[src/hw/dsc_pkg.sv]
// Purpose: Constants for the dual output split control block
// Assumes: Percent values in tenths of a percent, 0..1000
// Notes: Gain ratio in hundredths, 100 means 1.00
package dsc_pkg;
	localparam int PW = 11;
	localparam int SW = 13;
	localparam int GW = 9;
	localparam int PVW = 16;
	localparam logic signed [SW-1:0] PCT_ZERO = 13'sh0000;
	localparam logic signed [SW-1:0] PCT_HALF = 13'sh01f4;
	localparam logic signed [SW-1:0] PCT_FULL = 13'sh03e8;
	localparam logic [GW-1:0] GAIN_UNITY = 9'h064;
	localparam logic [GW-1:0] GAIN_RESET = 9'h064;
	localparam logic [PW-1:0] BIAS_RESET = 11'h1f4;
	localparam logic [PW-1:0] HI_RESET = 11'h3e8;
	localparam logic [PW-1:0] LO_RESET = 11'h000;
	localparam logic [3:0] A_MODE = 4'h0;
	localparam logic [3:0] A_ACT = 4'h1;
	localparam logic [3:0] A_POFS1 = 4'h2;
	localparam logic [3:0] A_POFS2 = 4'h3;
	localparam logic [3:0] A_SOFS1 = 4'h4;
	localparam logic [3:0] A_SOFS2 = 4'h5;
	localparam logic [3:0] A_BIAS = 4'h6;
	localparam logic [3:0] A_GAIN = 4'h7;
	localparam logic [3:0] A_LIMLO = 4'h8;
	localparam logic [3:0] A_LIMHI = 4'h9;
	localparam logic [3:0] A_DBAND = 4'ha;
	localparam logic [3:0] A_OUT1 = 4'hb;
	localparam logic [3:0] A_OUT2 = 4'hc;
	localparam logic [3:0] A_LIMOUT = 4'hd;
	localparam int F_SPLIT = 0;
	localparam int F_ALG0 = 1;
	localparam int F_ALG1 = 2;
	localparam int F_ACT1 = 0;
	localparam int F_ACT2 = 1;
	typedef enum logic [1:0] {
		DSC_ALG_PROP = 2'b00,
		DSC_ALG_MIXED = 2'b01,
		DSC_ALG_ONOFF = 2'b10
	} dsc_alg_e;
endpackage

[src/hw/dsc_onoff.sv]
// Purpose: One on/off output with deadband hysteresis
// Assumes: Error is process variable minus switch point, signed
// Notes: Reverse action turns on below the point, direct above
`timescale 1ns/10ps
`default_nettype none
module dsc_onoff
	import dsc_pkg::*;
(
	input wire logic ref_clk,
	input wire logic rst_n,
	input wire logic enable,
	input wire logic direct,
	input wire logic signed [PVW:0] err,
	input wire logic [PVW-1:0] deadband,
	output logic on
);
	typedef struct packed {
		logic on;
	} dsc_sw_s;
	dsc_sw_s st, next_st;
	logic signed [PVW+1:0] act_err;
	logic signed [PVW+1:0] half;
	always_comb begin
		next_st = st;
		act_err = direct ? {err[PVW], err} : -{err[PVW], err};
		half = $signed({3'h0, deadband[PVW-1:1]});
		// Hold inside the band so the relay does not chatter
		if (!enable) begin
			next_st.on = 1'b0;
		end else if (act_err > half) begin
			next_st.on = 1'b1;
		end else if (act_err < -half) begin
			next_st.on = 1'b0;
		end
	end
	always_ff @(posedge ref_clk or negedge rst_n) begin
		if (!rst_n) begin
			st <= '0;
		end else begin
			st <= next_st;
		end
	end
	assign on = st.on;
endmodule
`default_nettype wire

[src/hw/dsc_top.sv]
// Purpose: Split one loop's control output into two physical outputs
// Assumes: Loop error arrives as signed tenths of percent; pv and sp as raw units
// Notes: Register port, read data one cycle after the read strobe
// Operation
// - Split mode drives two outputs from one loop instead of one.
// - Mixed algorithm: first output proportional, second output on/off.
// - Each output independently direct or reverse acting.
// - Per-output offsets: percent for proportional, process units for on/off.
// - Offsets give a dead zone or an overlap band around setpoint.
// - Load-line bias sets output at zero error; stays with integral.
// - Gain ratio scales only the second output.
// - Gain 2.0 full at 25%, 1.0 at 0%, 0.5 peaks 50%.
// - Low and high limits clamp the combined output before splitting.
// - On/off second output ignores the gain ratio.
// - On/off second output uses single-output deadband hysteresis.
// - Both on/off: switch on process variable versus setpoint plus offset.
// - Positive percent offset moves activation below 50%, negative above.
//
// Our own choices: the register offsets and strobed register access.
`timescale 1ns/10ps
`default_nettype none
module dsc_top
	import dsc_pkg::*;
(
	input wire logic ref_clk,
	input wire logic rst_n,
	input wire logic [3:0] addr,
	input wire logic [15:0] wdata,
	input wire logic wr,
	input wire logic rd,
	output logic [15:0] rdata,
	input wire logic signed [SW-1:0] loop_term,
	input wire logic [PVW-1:0] pv,
	input wire logic [PVW-1:0] sp,
	output logic [PW-1:0] out1,
	output logic [PW-1:0] out2,
	output logic out1_on,
	output logic out2_on,
	output logic split_active
);
	typedef struct packed {
		logic [2:0] first_loop_output_mode;
		logic act1;
		logic act2;
		logic signed [SW-1:0] first_output_percent_offset;
		logic signed [SW-1:0] second_output_percent_offset;
		logic signed [PVW-1:0] first_output_switch_offset;
		logic signed [PVW-1:0] second_output_switch_offset;
		logic [PW-1:0] load_line_bias;
		logic [GW-1:0] second_output_gain_ratio;
		logic [PW-1:0] lim_lo;
		logic [PW-1:0] lim_hi;
		logic [PVW-1:0] deadband;
		logic [PW-1:0] lim_out;
		logic [PW-1:0] out1;
		logic [PW-1:0] out2;
		logic out1_on;
		logic out2_on;
		logic split_active;
		logic [15:0] rdata;
	} dsc_top_s;
	dsc_top_s st, next_st;
	logic rst_meta, rst_sync;
	logic sw1_on, sw2_on;
	logic signed [PVW:0] err1, err2;
	dsc_alg_e alg;
	logic signed [SW+1:0] raw;
	logic signed [SW+1:0] lim;
	logic signed [SW+1:0] d1, d2;
	logic signed [SW+GW+1:0] g2;
	logic onoff1, onoff2;
	function automatic logic [PW-1:0] clamp_pct(input logic signed [SW+GW+1:0] v);
		logic [PW-1:0] r;
		r = PW'(PCT_ZERO);
		if (v > $signed({{(GW+2){1'b0}}, PCT_FULL})) begin
			r = PW'(PCT_FULL);
		end else if (v > 0) begin
			r = v[PW-1:0];
		end
		return r;
	endfunction
	always_ff @(posedge ref_clk or negedge rst_n) begin
		if (!rst_n) begin
			rst_meta <= 1'b0;
			rst_sync <= 1'b0;
		end else begin
			rst_meta <= 1'b1;
			rst_sync <= rst_meta;
		end
	end
	always_comb begin
		alg = dsc_alg_e'(st.first_loop_output_mode[F_ALG1:F_ALG0]);
		onoff1 = st.first_loop_output_mode[F_SPLIT] && alg == DSC_ALG_ONOFF;
		onoff2 = st.first_loop_output_mode[F_SPLIT] && alg != DSC_ALG_PROP;
		// Switch point is setpoint plus that output's own offset
		err1 = $signed({1'b0, pv}) - $signed({1'b0, sp})
			- {st.first_output_switch_offset[PVW-1], st.first_output_switch_offset};
		err2 = $signed({1'b0, pv}) - $signed({1'b0, sp})
			- {st.second_output_switch_offset[PVW-1], st.second_output_switch_offset};
	end
	dsc_onoff u_sw1 (
		.ref_clk(ref_clk),
		.rst_n(rst_sync),
		.enable(onoff1),
		.direct(st.act1),
		.err(err1),
		.deadband(st.deadband),
		.on(sw1_on)
	);
	dsc_onoff u_sw2 (
		.ref_clk(ref_clk),
		.rst_n(rst_sync),
		.enable(onoff2),
		.direct(st.act2),
		.err(err2),
		.deadband(st.deadband),
		.on(sw2_on)
	);
	always_comb begin
		next_st = st;
		// Bias added after integral too, so zero error sits at the bias
		raw = {{2{loop_term[SW-1]}}, loop_term} + $signed({4'h0, st.load_line_bias});
		lim = raw;
		// Clamp before splitting so both outputs see the same limited value
		if (lim > $signed({4'h0, st.lim_hi})) begin
			lim = $signed({4'h0, st.lim_hi});
		end
		if (lim < $signed({4'h0, st.lim_lo})) begin
			lim = $signed({4'h0, st.lim_lo});
		end
		// Offset shifts the 50% pivot; positive moves it left
		d1 = lim - {{2{PCT_HALF[SW-1]}}, PCT_HALF}
			+ {{2{st.first_output_percent_offset[SW-1]}}, st.first_output_percent_offset};
		d2 = lim - {{2{PCT_HALF[SW-1]}}, PCT_HALF}
			+ {{2{st.second_output_percent_offset[SW-1]}}, st.second_output_percent_offset};
		// Direct output falls with control output; twice the span covers 0..100
		if (st.act1) begin
			d1 = -d1;
		end
		if (st.act2) begin
			d2 = -d2;
		end
		// Gain applies to the second output only; first stays plain
		g2 = (SW+GW+2)'(d2 * $signed({1'b0, st.second_output_gain_ratio}) * 2
			/ $signed({1'b0, GAIN_UNITY}));
		next_st.lim_out = lim[PW-1:0];
		next_st.split_active = st.first_loop_output_mode[F_SPLIT];
		if (st.first_loop_output_mode[F_SPLIT]) begin
			// Dead zone or overlap falls out of the two pivots
			next_st.out1 = onoff1 ? (sw1_on ? PW'(PCT_FULL) : PW'(PCT_ZERO))
				: clamp_pct((SW+GW+2)'(d1 * 2));
			next_st.out2 = onoff2 ? (sw2_on ? PW'(PCT_FULL) : PW'(PCT_ZERO))
				: clamp_pct(g2);
			next_st.out1_on = onoff1 ? sw1_on : clamp_pct((SW+GW+2)'(d1 * 2)) != '0;
			next_st.out2_on = onoff2 ? sw2_on : clamp_pct(g2) != '0;
		end else begin
			// Single output: loop drives output one only
			next_st.out1 = lim[PW-1:0];
			next_st.out2 = PW'(PCT_ZERO);
			next_st.out1_on = lim != 0;
			next_st.out2_on = 1'b0;
		end
		next_st.rdata = 16'h0000;
		if (wr) begin
			unique case (addr)
				A_MODE: next_st.first_loop_output_mode = wdata[2:0];
				A_ACT: begin
					next_st.act1 = wdata[F_ACT1];
					next_st.act2 = wdata[F_ACT2];
				end
				A_POFS1: next_st.first_output_percent_offset = wdata[SW-1:0];
				A_POFS2: next_st.second_output_percent_offset = wdata[SW-1:0];
				A_SOFS1: next_st.first_output_switch_offset = wdata;
				A_SOFS2: next_st.second_output_switch_offset = wdata;
				A_BIAS: next_st.load_line_bias = wdata[PW-1:0];
				A_GAIN: next_st.second_output_gain_ratio = wdata[GW-1:0];
				A_LIMLO: next_st.lim_lo = wdata[PW-1:0];
				A_LIMHI: next_st.lim_hi = wdata[PW-1:0];
				A_DBAND: next_st.deadband = wdata;
				default: ;
			endcase
		end
		if (rd) begin
			unique case (addr)
				A_MODE: next_st.rdata = {13'h0000, st.first_loop_output_mode};
				A_ACT: next_st.rdata = {14'h0000, st.act2, st.act1};
				A_POFS1: next_st.rdata = 16'(st.first_output_percent_offset);
				A_POFS2: next_st.rdata = 16'(st.second_output_percent_offset);
				A_SOFS1: next_st.rdata = st.first_output_switch_offset;
				A_SOFS2: next_st.rdata = st.second_output_switch_offset;
				A_BIAS: next_st.rdata = {5'h00, st.load_line_bias};
				A_GAIN: next_st.rdata = {7'h00, st.second_output_gain_ratio};
				A_LIMLO: next_st.rdata = {5'h00, st.lim_lo};
				A_LIMHI: next_st.rdata = {5'h00, st.lim_hi};
				A_DBAND: next_st.rdata = st.deadband;
				A_OUT1: next_st.rdata = {5'h00, st.out1};
				A_OUT2: next_st.rdata = {5'h00, st.out2};
				A_LIMOUT: next_st.rdata = {5'h00, st.lim_out};
				default: next_st.rdata = 16'h0000;
			endcase
		end
	end
	always_ff @(posedge ref_clk or negedge rst_sync) begin
		if (!rst_sync) begin
			st <= '0;
			st.load_line_bias <= BIAS_RESET;
			st.second_output_gain_ratio <= GAIN_RESET;
			st.lim_lo <= LO_RESET;
			st.lim_hi <= HI_RESET;
		end else begin
			st <= next_st;
		end
	end
	assign rdata = st.rdata;
	assign out1 = st.out1;
	assign out2 = st.out2;
	assign out1_on = st.out1_on;
	assign out2_on = st.out2_on;
	assign split_active = st.split_active;
endmodule
`default_nettype wire

[config.mk]
export PLATFORM = sky130hd
export DESIGN_NAME = dsc_top
export DESIGN_NICKNAME = d
export VERILOG_FILES = /design/src/hw/dsc_pkg.sv /design/src/hw/dsc_onoff.sv /design/src/hw/dsc_top.sv
export SDC_FILE = /design/constraint.sdc
export NUM_CORES = 1
export LEC_CHECK = 0
export BUFFER_PORTS_ARGS = -buffer_cell sky130_fd_sc_hd__buf_2
export CAP_MARGIN = 20
export CELL_PAD_IN_SITES_DETAIL_PLACEMENT = 1
export CELL_PAD_IN_SITES_GLOBAL_PLACEMENT = 2
export CORE_ASPECT_RATIO = 0.9
export CORE_MARGIN = 5
export CORE_UTILIZATION = 30
export DETAILED_ROUTE_END_ITERATION = 6
export PLACE_DENSITY = 0.7
export SETUP_SLACK_MARGIN = 0.3
export SLEW_MARGIN = 20
export SYNTH_ARGS = -nofsm -noshare
export SYNTH_HDL_FRONTEND = slang
export SYNTH_SLANG_ARGS = --single-unit
[constraint.sdc]
create_clock -name ref_clk -period 8.1 [get_ports ref_clk]
set_input_delay 0.81 -clock ref_clk [delete_from_list [all_inputs] [get_ports ref_clk]]
set_output_delay 0.81 -clock ref_clk [all_outputs]
set_load 0.02 [all_outputs]
Word level (Yosys, flattened, before mapping):

Cells that the tools add are included.

* bits in registers: 177
* input port bits: 69
* output and inout port bits: 41
* logic and storage cells: 108

* $add $sub $neg: 12
* $mul: 1
* div/mod/pow operators: 1
* magnitude comparators: 10
* equal/unequal tests: 16
* mux-type cells: 27
* reduce and logical (&&, ||, !) cells: 18

Operator list (number)
* $pmux 16 s14: 1
* $mux 11: 8
* $mux 15: 4
* $gt 18x16->1: 2
* $lt 18x18->1: 2
* $mux 18: 2
* $neg 18->18: 2
* $sub 17x17->17: 2
* $div 32x8->32 const B: 1
* $reduce_bool 32->1: 1
* $add 15x15->15: 2
* $neg 15->15: 2
* $mul 15x10->25: 1
* $eq 4x4->1 const B: 6
* $gt 24x1->1 const B: 1
* $gt 24x11->1 const B: 1
* $mux 24: 1
* $reduce_and 2->1: 11
* $reduce_bool 11->1: 2
* $mux 10: 2
* $neg 15->18: 1
* $sub 16x16->17: 1
* $eq 4x3->1 const B: 4
* $gt 16x1->1 const B: 1
* 14 further kinds: 24

Logic depth before layout (Yosys ltp):

* depth after elaboration: 18
* depth in mapped cells: 133
* gate-level depth less buffers: 123

Modules after synthesis:

From an unflattened synthesis, not the netlist that was laid out.

* cell total of the unflattened synthesis: 3224
* area, all modules: 27304.9 um^2

Modules (own cells, without submodules)
* dsc_top: instances 1, cells each 2828, area an instance 24422.2 um^2, sequential area each 4398.0 um^2
* dsc_onoff: instances 2, cells each 198, area an instance 1441.4 um^2, sequential area each 25.0 um^2

Worst setup path after synthesis:

Ideal clock, no wire load.

* path type: input-to-reg
* start point: input loop_term[0]
* end point: register st (netlist bit out2_on)
* library setup time: 0.141 ns
* arrival time: 28.406 ns
* required time: 7.959 ns
* path slack: -20.447 ns
* stages on the path: 121
* buffers on the path: 6
* path through: ha_1 > inv_1 > fa_1 > nor2b_1 > o31a_1 > o21ai_1 > a311o_1 > ha_1 > nand3_1 > o221ai_1 > a2111oi_0 > or3_1 > and2_1 > clkbuf_1 > a21oi_2 > clkbuf_1 > nor2_1 > a21oi_1 > [... 85 more ...] > a21oi_1 > o31ai_1 > o32ai_2 > a21oi_1 > xor2_1 > o211ai_2 > o211ai_2 > a211oi_2 > or3_4 > o211ai_1 > ha_1 > inv_1 > nor2_1 > mux2_2 > o32ai_1 > and4_1 > a41o_1 > nand2_1

RTL lines
* start, declared: RTL line dsc_top.sv:32 `input wire logic signed [SW-1:0] loop_term,`
* end signal, assigned: RTL line dsc_top.sv:211 `st <= next_st;`
* end, declared: RTL line dsc_top.sv:62 `dsc_top_s st, next_st;`

==> flow_summary.yaml <==
run_status:
  status: "finished, violations left"
  violations: "setup timing"
drt:
  dr.first_iter.drc_count: 1630
  wl_met1_mm: 49.5
  drt-pass1-iter-count: 5
  via_per_inst: 5.27
  wl_met2_mm: 53.0
  vias: 28100
  wl_met3_mm: 3.88
  drc: 0
  routed_wirelength_mm: 108
  wl_per_cell_um: 20.3
  ant_nets: 0
  top_layer_used: "met4"
placed_design:
  dp_hpwl_mm: 87.9
  io_buffers: 109
  place.gp.congestion: 0.883
clocking:
  cts_buffers: 17
  cts_tree: "yes"
  clk_latency_ns: 0.45
  cts_root_buffer: "clkbuf_16"
  clock_path_buffers: 2
  cts_hold_buf: 0
  cts_sinks: 177
  cts.clk_slew.worst_paths_ns: 0.08
  cts_max_level: 4
logic_synthesis:
  synth_top_area_cell: "dfrtp_1"
  ys.flop_type: "dfrtp_1"
  syn_area_mm2: 0.0270
  syn_nets: 3605
  ys_ff_latch: 177
  synth_top_area_frac: 0.150
  seq_area_frac_synth: 0.165
  yosys_warnings: 0
  ys_types: 143
  async_flop_share: 1.00
  synth_edf_count: 0
  synth_area_per_cell_um2: 8.49
  synth.area.top_cells: "dfrtp_1 (15%), ha_1 (11%), fa_1 (8.8%)"
  synthCells: 3176
setup_path:
  r2r_start: "st[101]"
  worstSetupStartpointType: "flip-flop"
  timing.critical_path.to: "out2[6]"
  critPathKind: "flip-flop to flip-flop"
  worst_setup_path_end_kind: "flip-flop"
  slowest_delay_ns: 0.60
  critical_path.startpoint: "st[101]"
  slowest_stage: "or4_4"
  crit_top_cell: "buf_4"
  worstPathArrival_ns: 27.29
  required_ns: 8.45
  cp_max_fo: 7
  rr_endpoint: "out2[6]"
  r2r_cells: 126
  rrSetupSlack_ns: -18.84
global_routing:
  antenna_found_initial: 6
  track_usage: 0.215
  grt_max_degree: 70
  grt_pass1_vias: 29600
  grt_pass1_wl_mm: 168
  grt_overflow_total: 0
final_layout:
  nets: 4580
  antenna_cells: 0
  syn_to_final_growth_pct: 43.8
  fill_cells: 10500
  drive_gt1_frac: 0.406
floorplan:
  die_area_mm2: 0.0959
  initial_core_util: 0.302
  die_w_um: 326
  die_h_um: 294
  core_area_mm2: 0.0893
  io_pins: 110
  rows: 104
min_path:
  hold_class: "input port to asynchronous set/reset pin"
sta:
  final-setup-viol-count: 21
  tightestPinTransition_ns: 1.05
  min_period_ns: 26.94
  fin_worst_skew_ns: 0.0158
  rsz0062_at_grt: "yes"
  min_period_over_period: 3.33
  maxSlewViolCount: 0
  layout_setup_ws_ns: -18.84
  fin_tns_setup_ns: -220.86
  max_freq_mhz: 37.1
  hold_viol: 0
  slew_headroom: 0.296
run:
  max-cap-violations: 0
[per-layer routing]
metal,track usage,up-vias
met3,0.0194,106
met5,0,-
met4,0.0325,0
met1,0.288,14000
met2,0.386,505
li1,-,13400
[layout by cell type, fill, tap and decap left out, drive strengths merged, types with 33 or more instances in the layout]
| cell | instances |
|---|---|
| ha | 241 |
| nand2 | 232 |
| a21oi | 197 |
| nor3 | 81 |
| a21o | 92 |
| o21ai | 128 |
| nor4 | 33 |
| xor2 | 98 |
| nor2b | 58 |
| nand3 | 59 |
| xnor2 | 149 |
| nand2b | 49 |
| a221oi | 35 |
| inv | 298 |
| and2 | 76 |
| dfrtp | 162 |
| mux2 | 139 |
| nor2 | 173 |
| fa | 119 |
| buf | 1084 |
| a31oi | 51 |
[timing repair]
| item | CTS | global route |
|---|---|---|
| setup buffers | 76 | 41 |
| pin swaps | 130 | 120 |
| cloned | 1 | 0 |
| endpoints found under the setup margin | 21 | 21 |
| endpoints found under the hold margin | 0 | 0 |
| gates resized for setup | 167 | 190 |
[synthesized netlist by cell type (all sizes together), types with 9 or more instances]
library cell  number
inv              293
ha               241
nand2            232
a21oi            197
nor2             173
dfrtp            162
xnor2            148
mux2             139
o21ai            128
fa               119
xor2              98
a21o              92
nor3              81
and2              76
buf               72
nand3             59
nor2b             58
clkbuf            57
a31oi             51
nand2b            49
a221oi            35
nor4              33
a22oi             30
o21a              30
a22o              29
o21bai            28
a211oi            27
o211ai            27
nand4             26
or3               26
and3              25
mux2i             25
or2               25
o31ai             22
o22ai             20
dfstp             15
o221ai            15
a2111oi           12
a211o             11
nand3b            11
or4               11
and4               9
o31a               9
[worst max-delay path, delay by kind of cell (launching register included)]
| kind | cells | cell delay, ns |
|---|---|---|
| simple gates | 33 | 7.34 |
| mux | 1 | 0.33 |
| fa+ha+maj | 12 | 4.61 |
| xor+xnor | 4 | 0.65 |
| flops | 1 | 0.58 |
| buf+inv | 20 | 2.54 |
| compound gates | 56 | 10.71 |
[kinds of logic (layout without fill, tap and decap cells)]
kind of cell               Yosys count  in the layout  share of synthesized area
AOI/OAI and AO/OA                  883            883                      0.239
xor gates and xnor gates           247            248                     0.0811
buffers and inverters              422           1409                     0.0677
other                                2              2                   0.000279
and+or+nand+nor                    920            920                      0.178
adders and majority gates          361            361                      0.201
DFF                                177            177                      0.165
muxes                              164            164                     0.0682
[cell type report]
class	instances	area (um2)	area share
multi-input combinational	2578	23100	0.597
clock inverter	14	171	0.00442
tap	1166	1460	0.0376
inverter	293	1100	0.0284
sequential	177	4450	0.115
clock buffer	18	429	0.0111
timing repair buffer	1084	8020	0.207
[worst min path at each step]
| stage | startpoint | to | slack (ns) | cells past startpoint |
|---|---|---|---|---|
| floorplan | rst_meta | rst_sync | 0.33 | 0 |
| global placement | rst_meta | rst_sync | 0.34 | 0 |
| detailed placement | rst_meta | rst_sync | 0.37 | 0 |
| CTS | rst_n | rst_sync | 0.12 | 1 |
| global route | rst_n | rst_sync | 0.12 | 1 |
| finish | rst_n | rst_sync | 0.13 | 1 |
[state kept, by name, summed over array words and instances (netlist names)]
name / cells
out2_on: 1
out1_on: 1
alg: 2
rst_sync: 1
u_sw1.on: 1
rdata: 16
next_st: 1
split_active: 1
out1: 11
rst_meta: 1
st: 129
u_sw2.on: 1
out2: 11
[through the flow]
step	utilization	cell area (um2)	hold slack, ns	instances	worst slack (ns)
6_report	0.434	38800	0.134	5330	-18.84
2_1_floorplan	-	27700	0.331	3176	-18.57
4_1_cts	0.420	37500	0.123	5289	-18.56
3_5_place_dp	0.396	35400	0.366	5180	-20.13
5_1_grt	0.434	38800	0.123	5330	-19.97
3_3_place_gp	0.396	35400	0.343	5180	-19.58
Power is left out: the tool's default activity adds up to more than one toggle a clock period on the data nets, which glitch-free logic cannot reach.
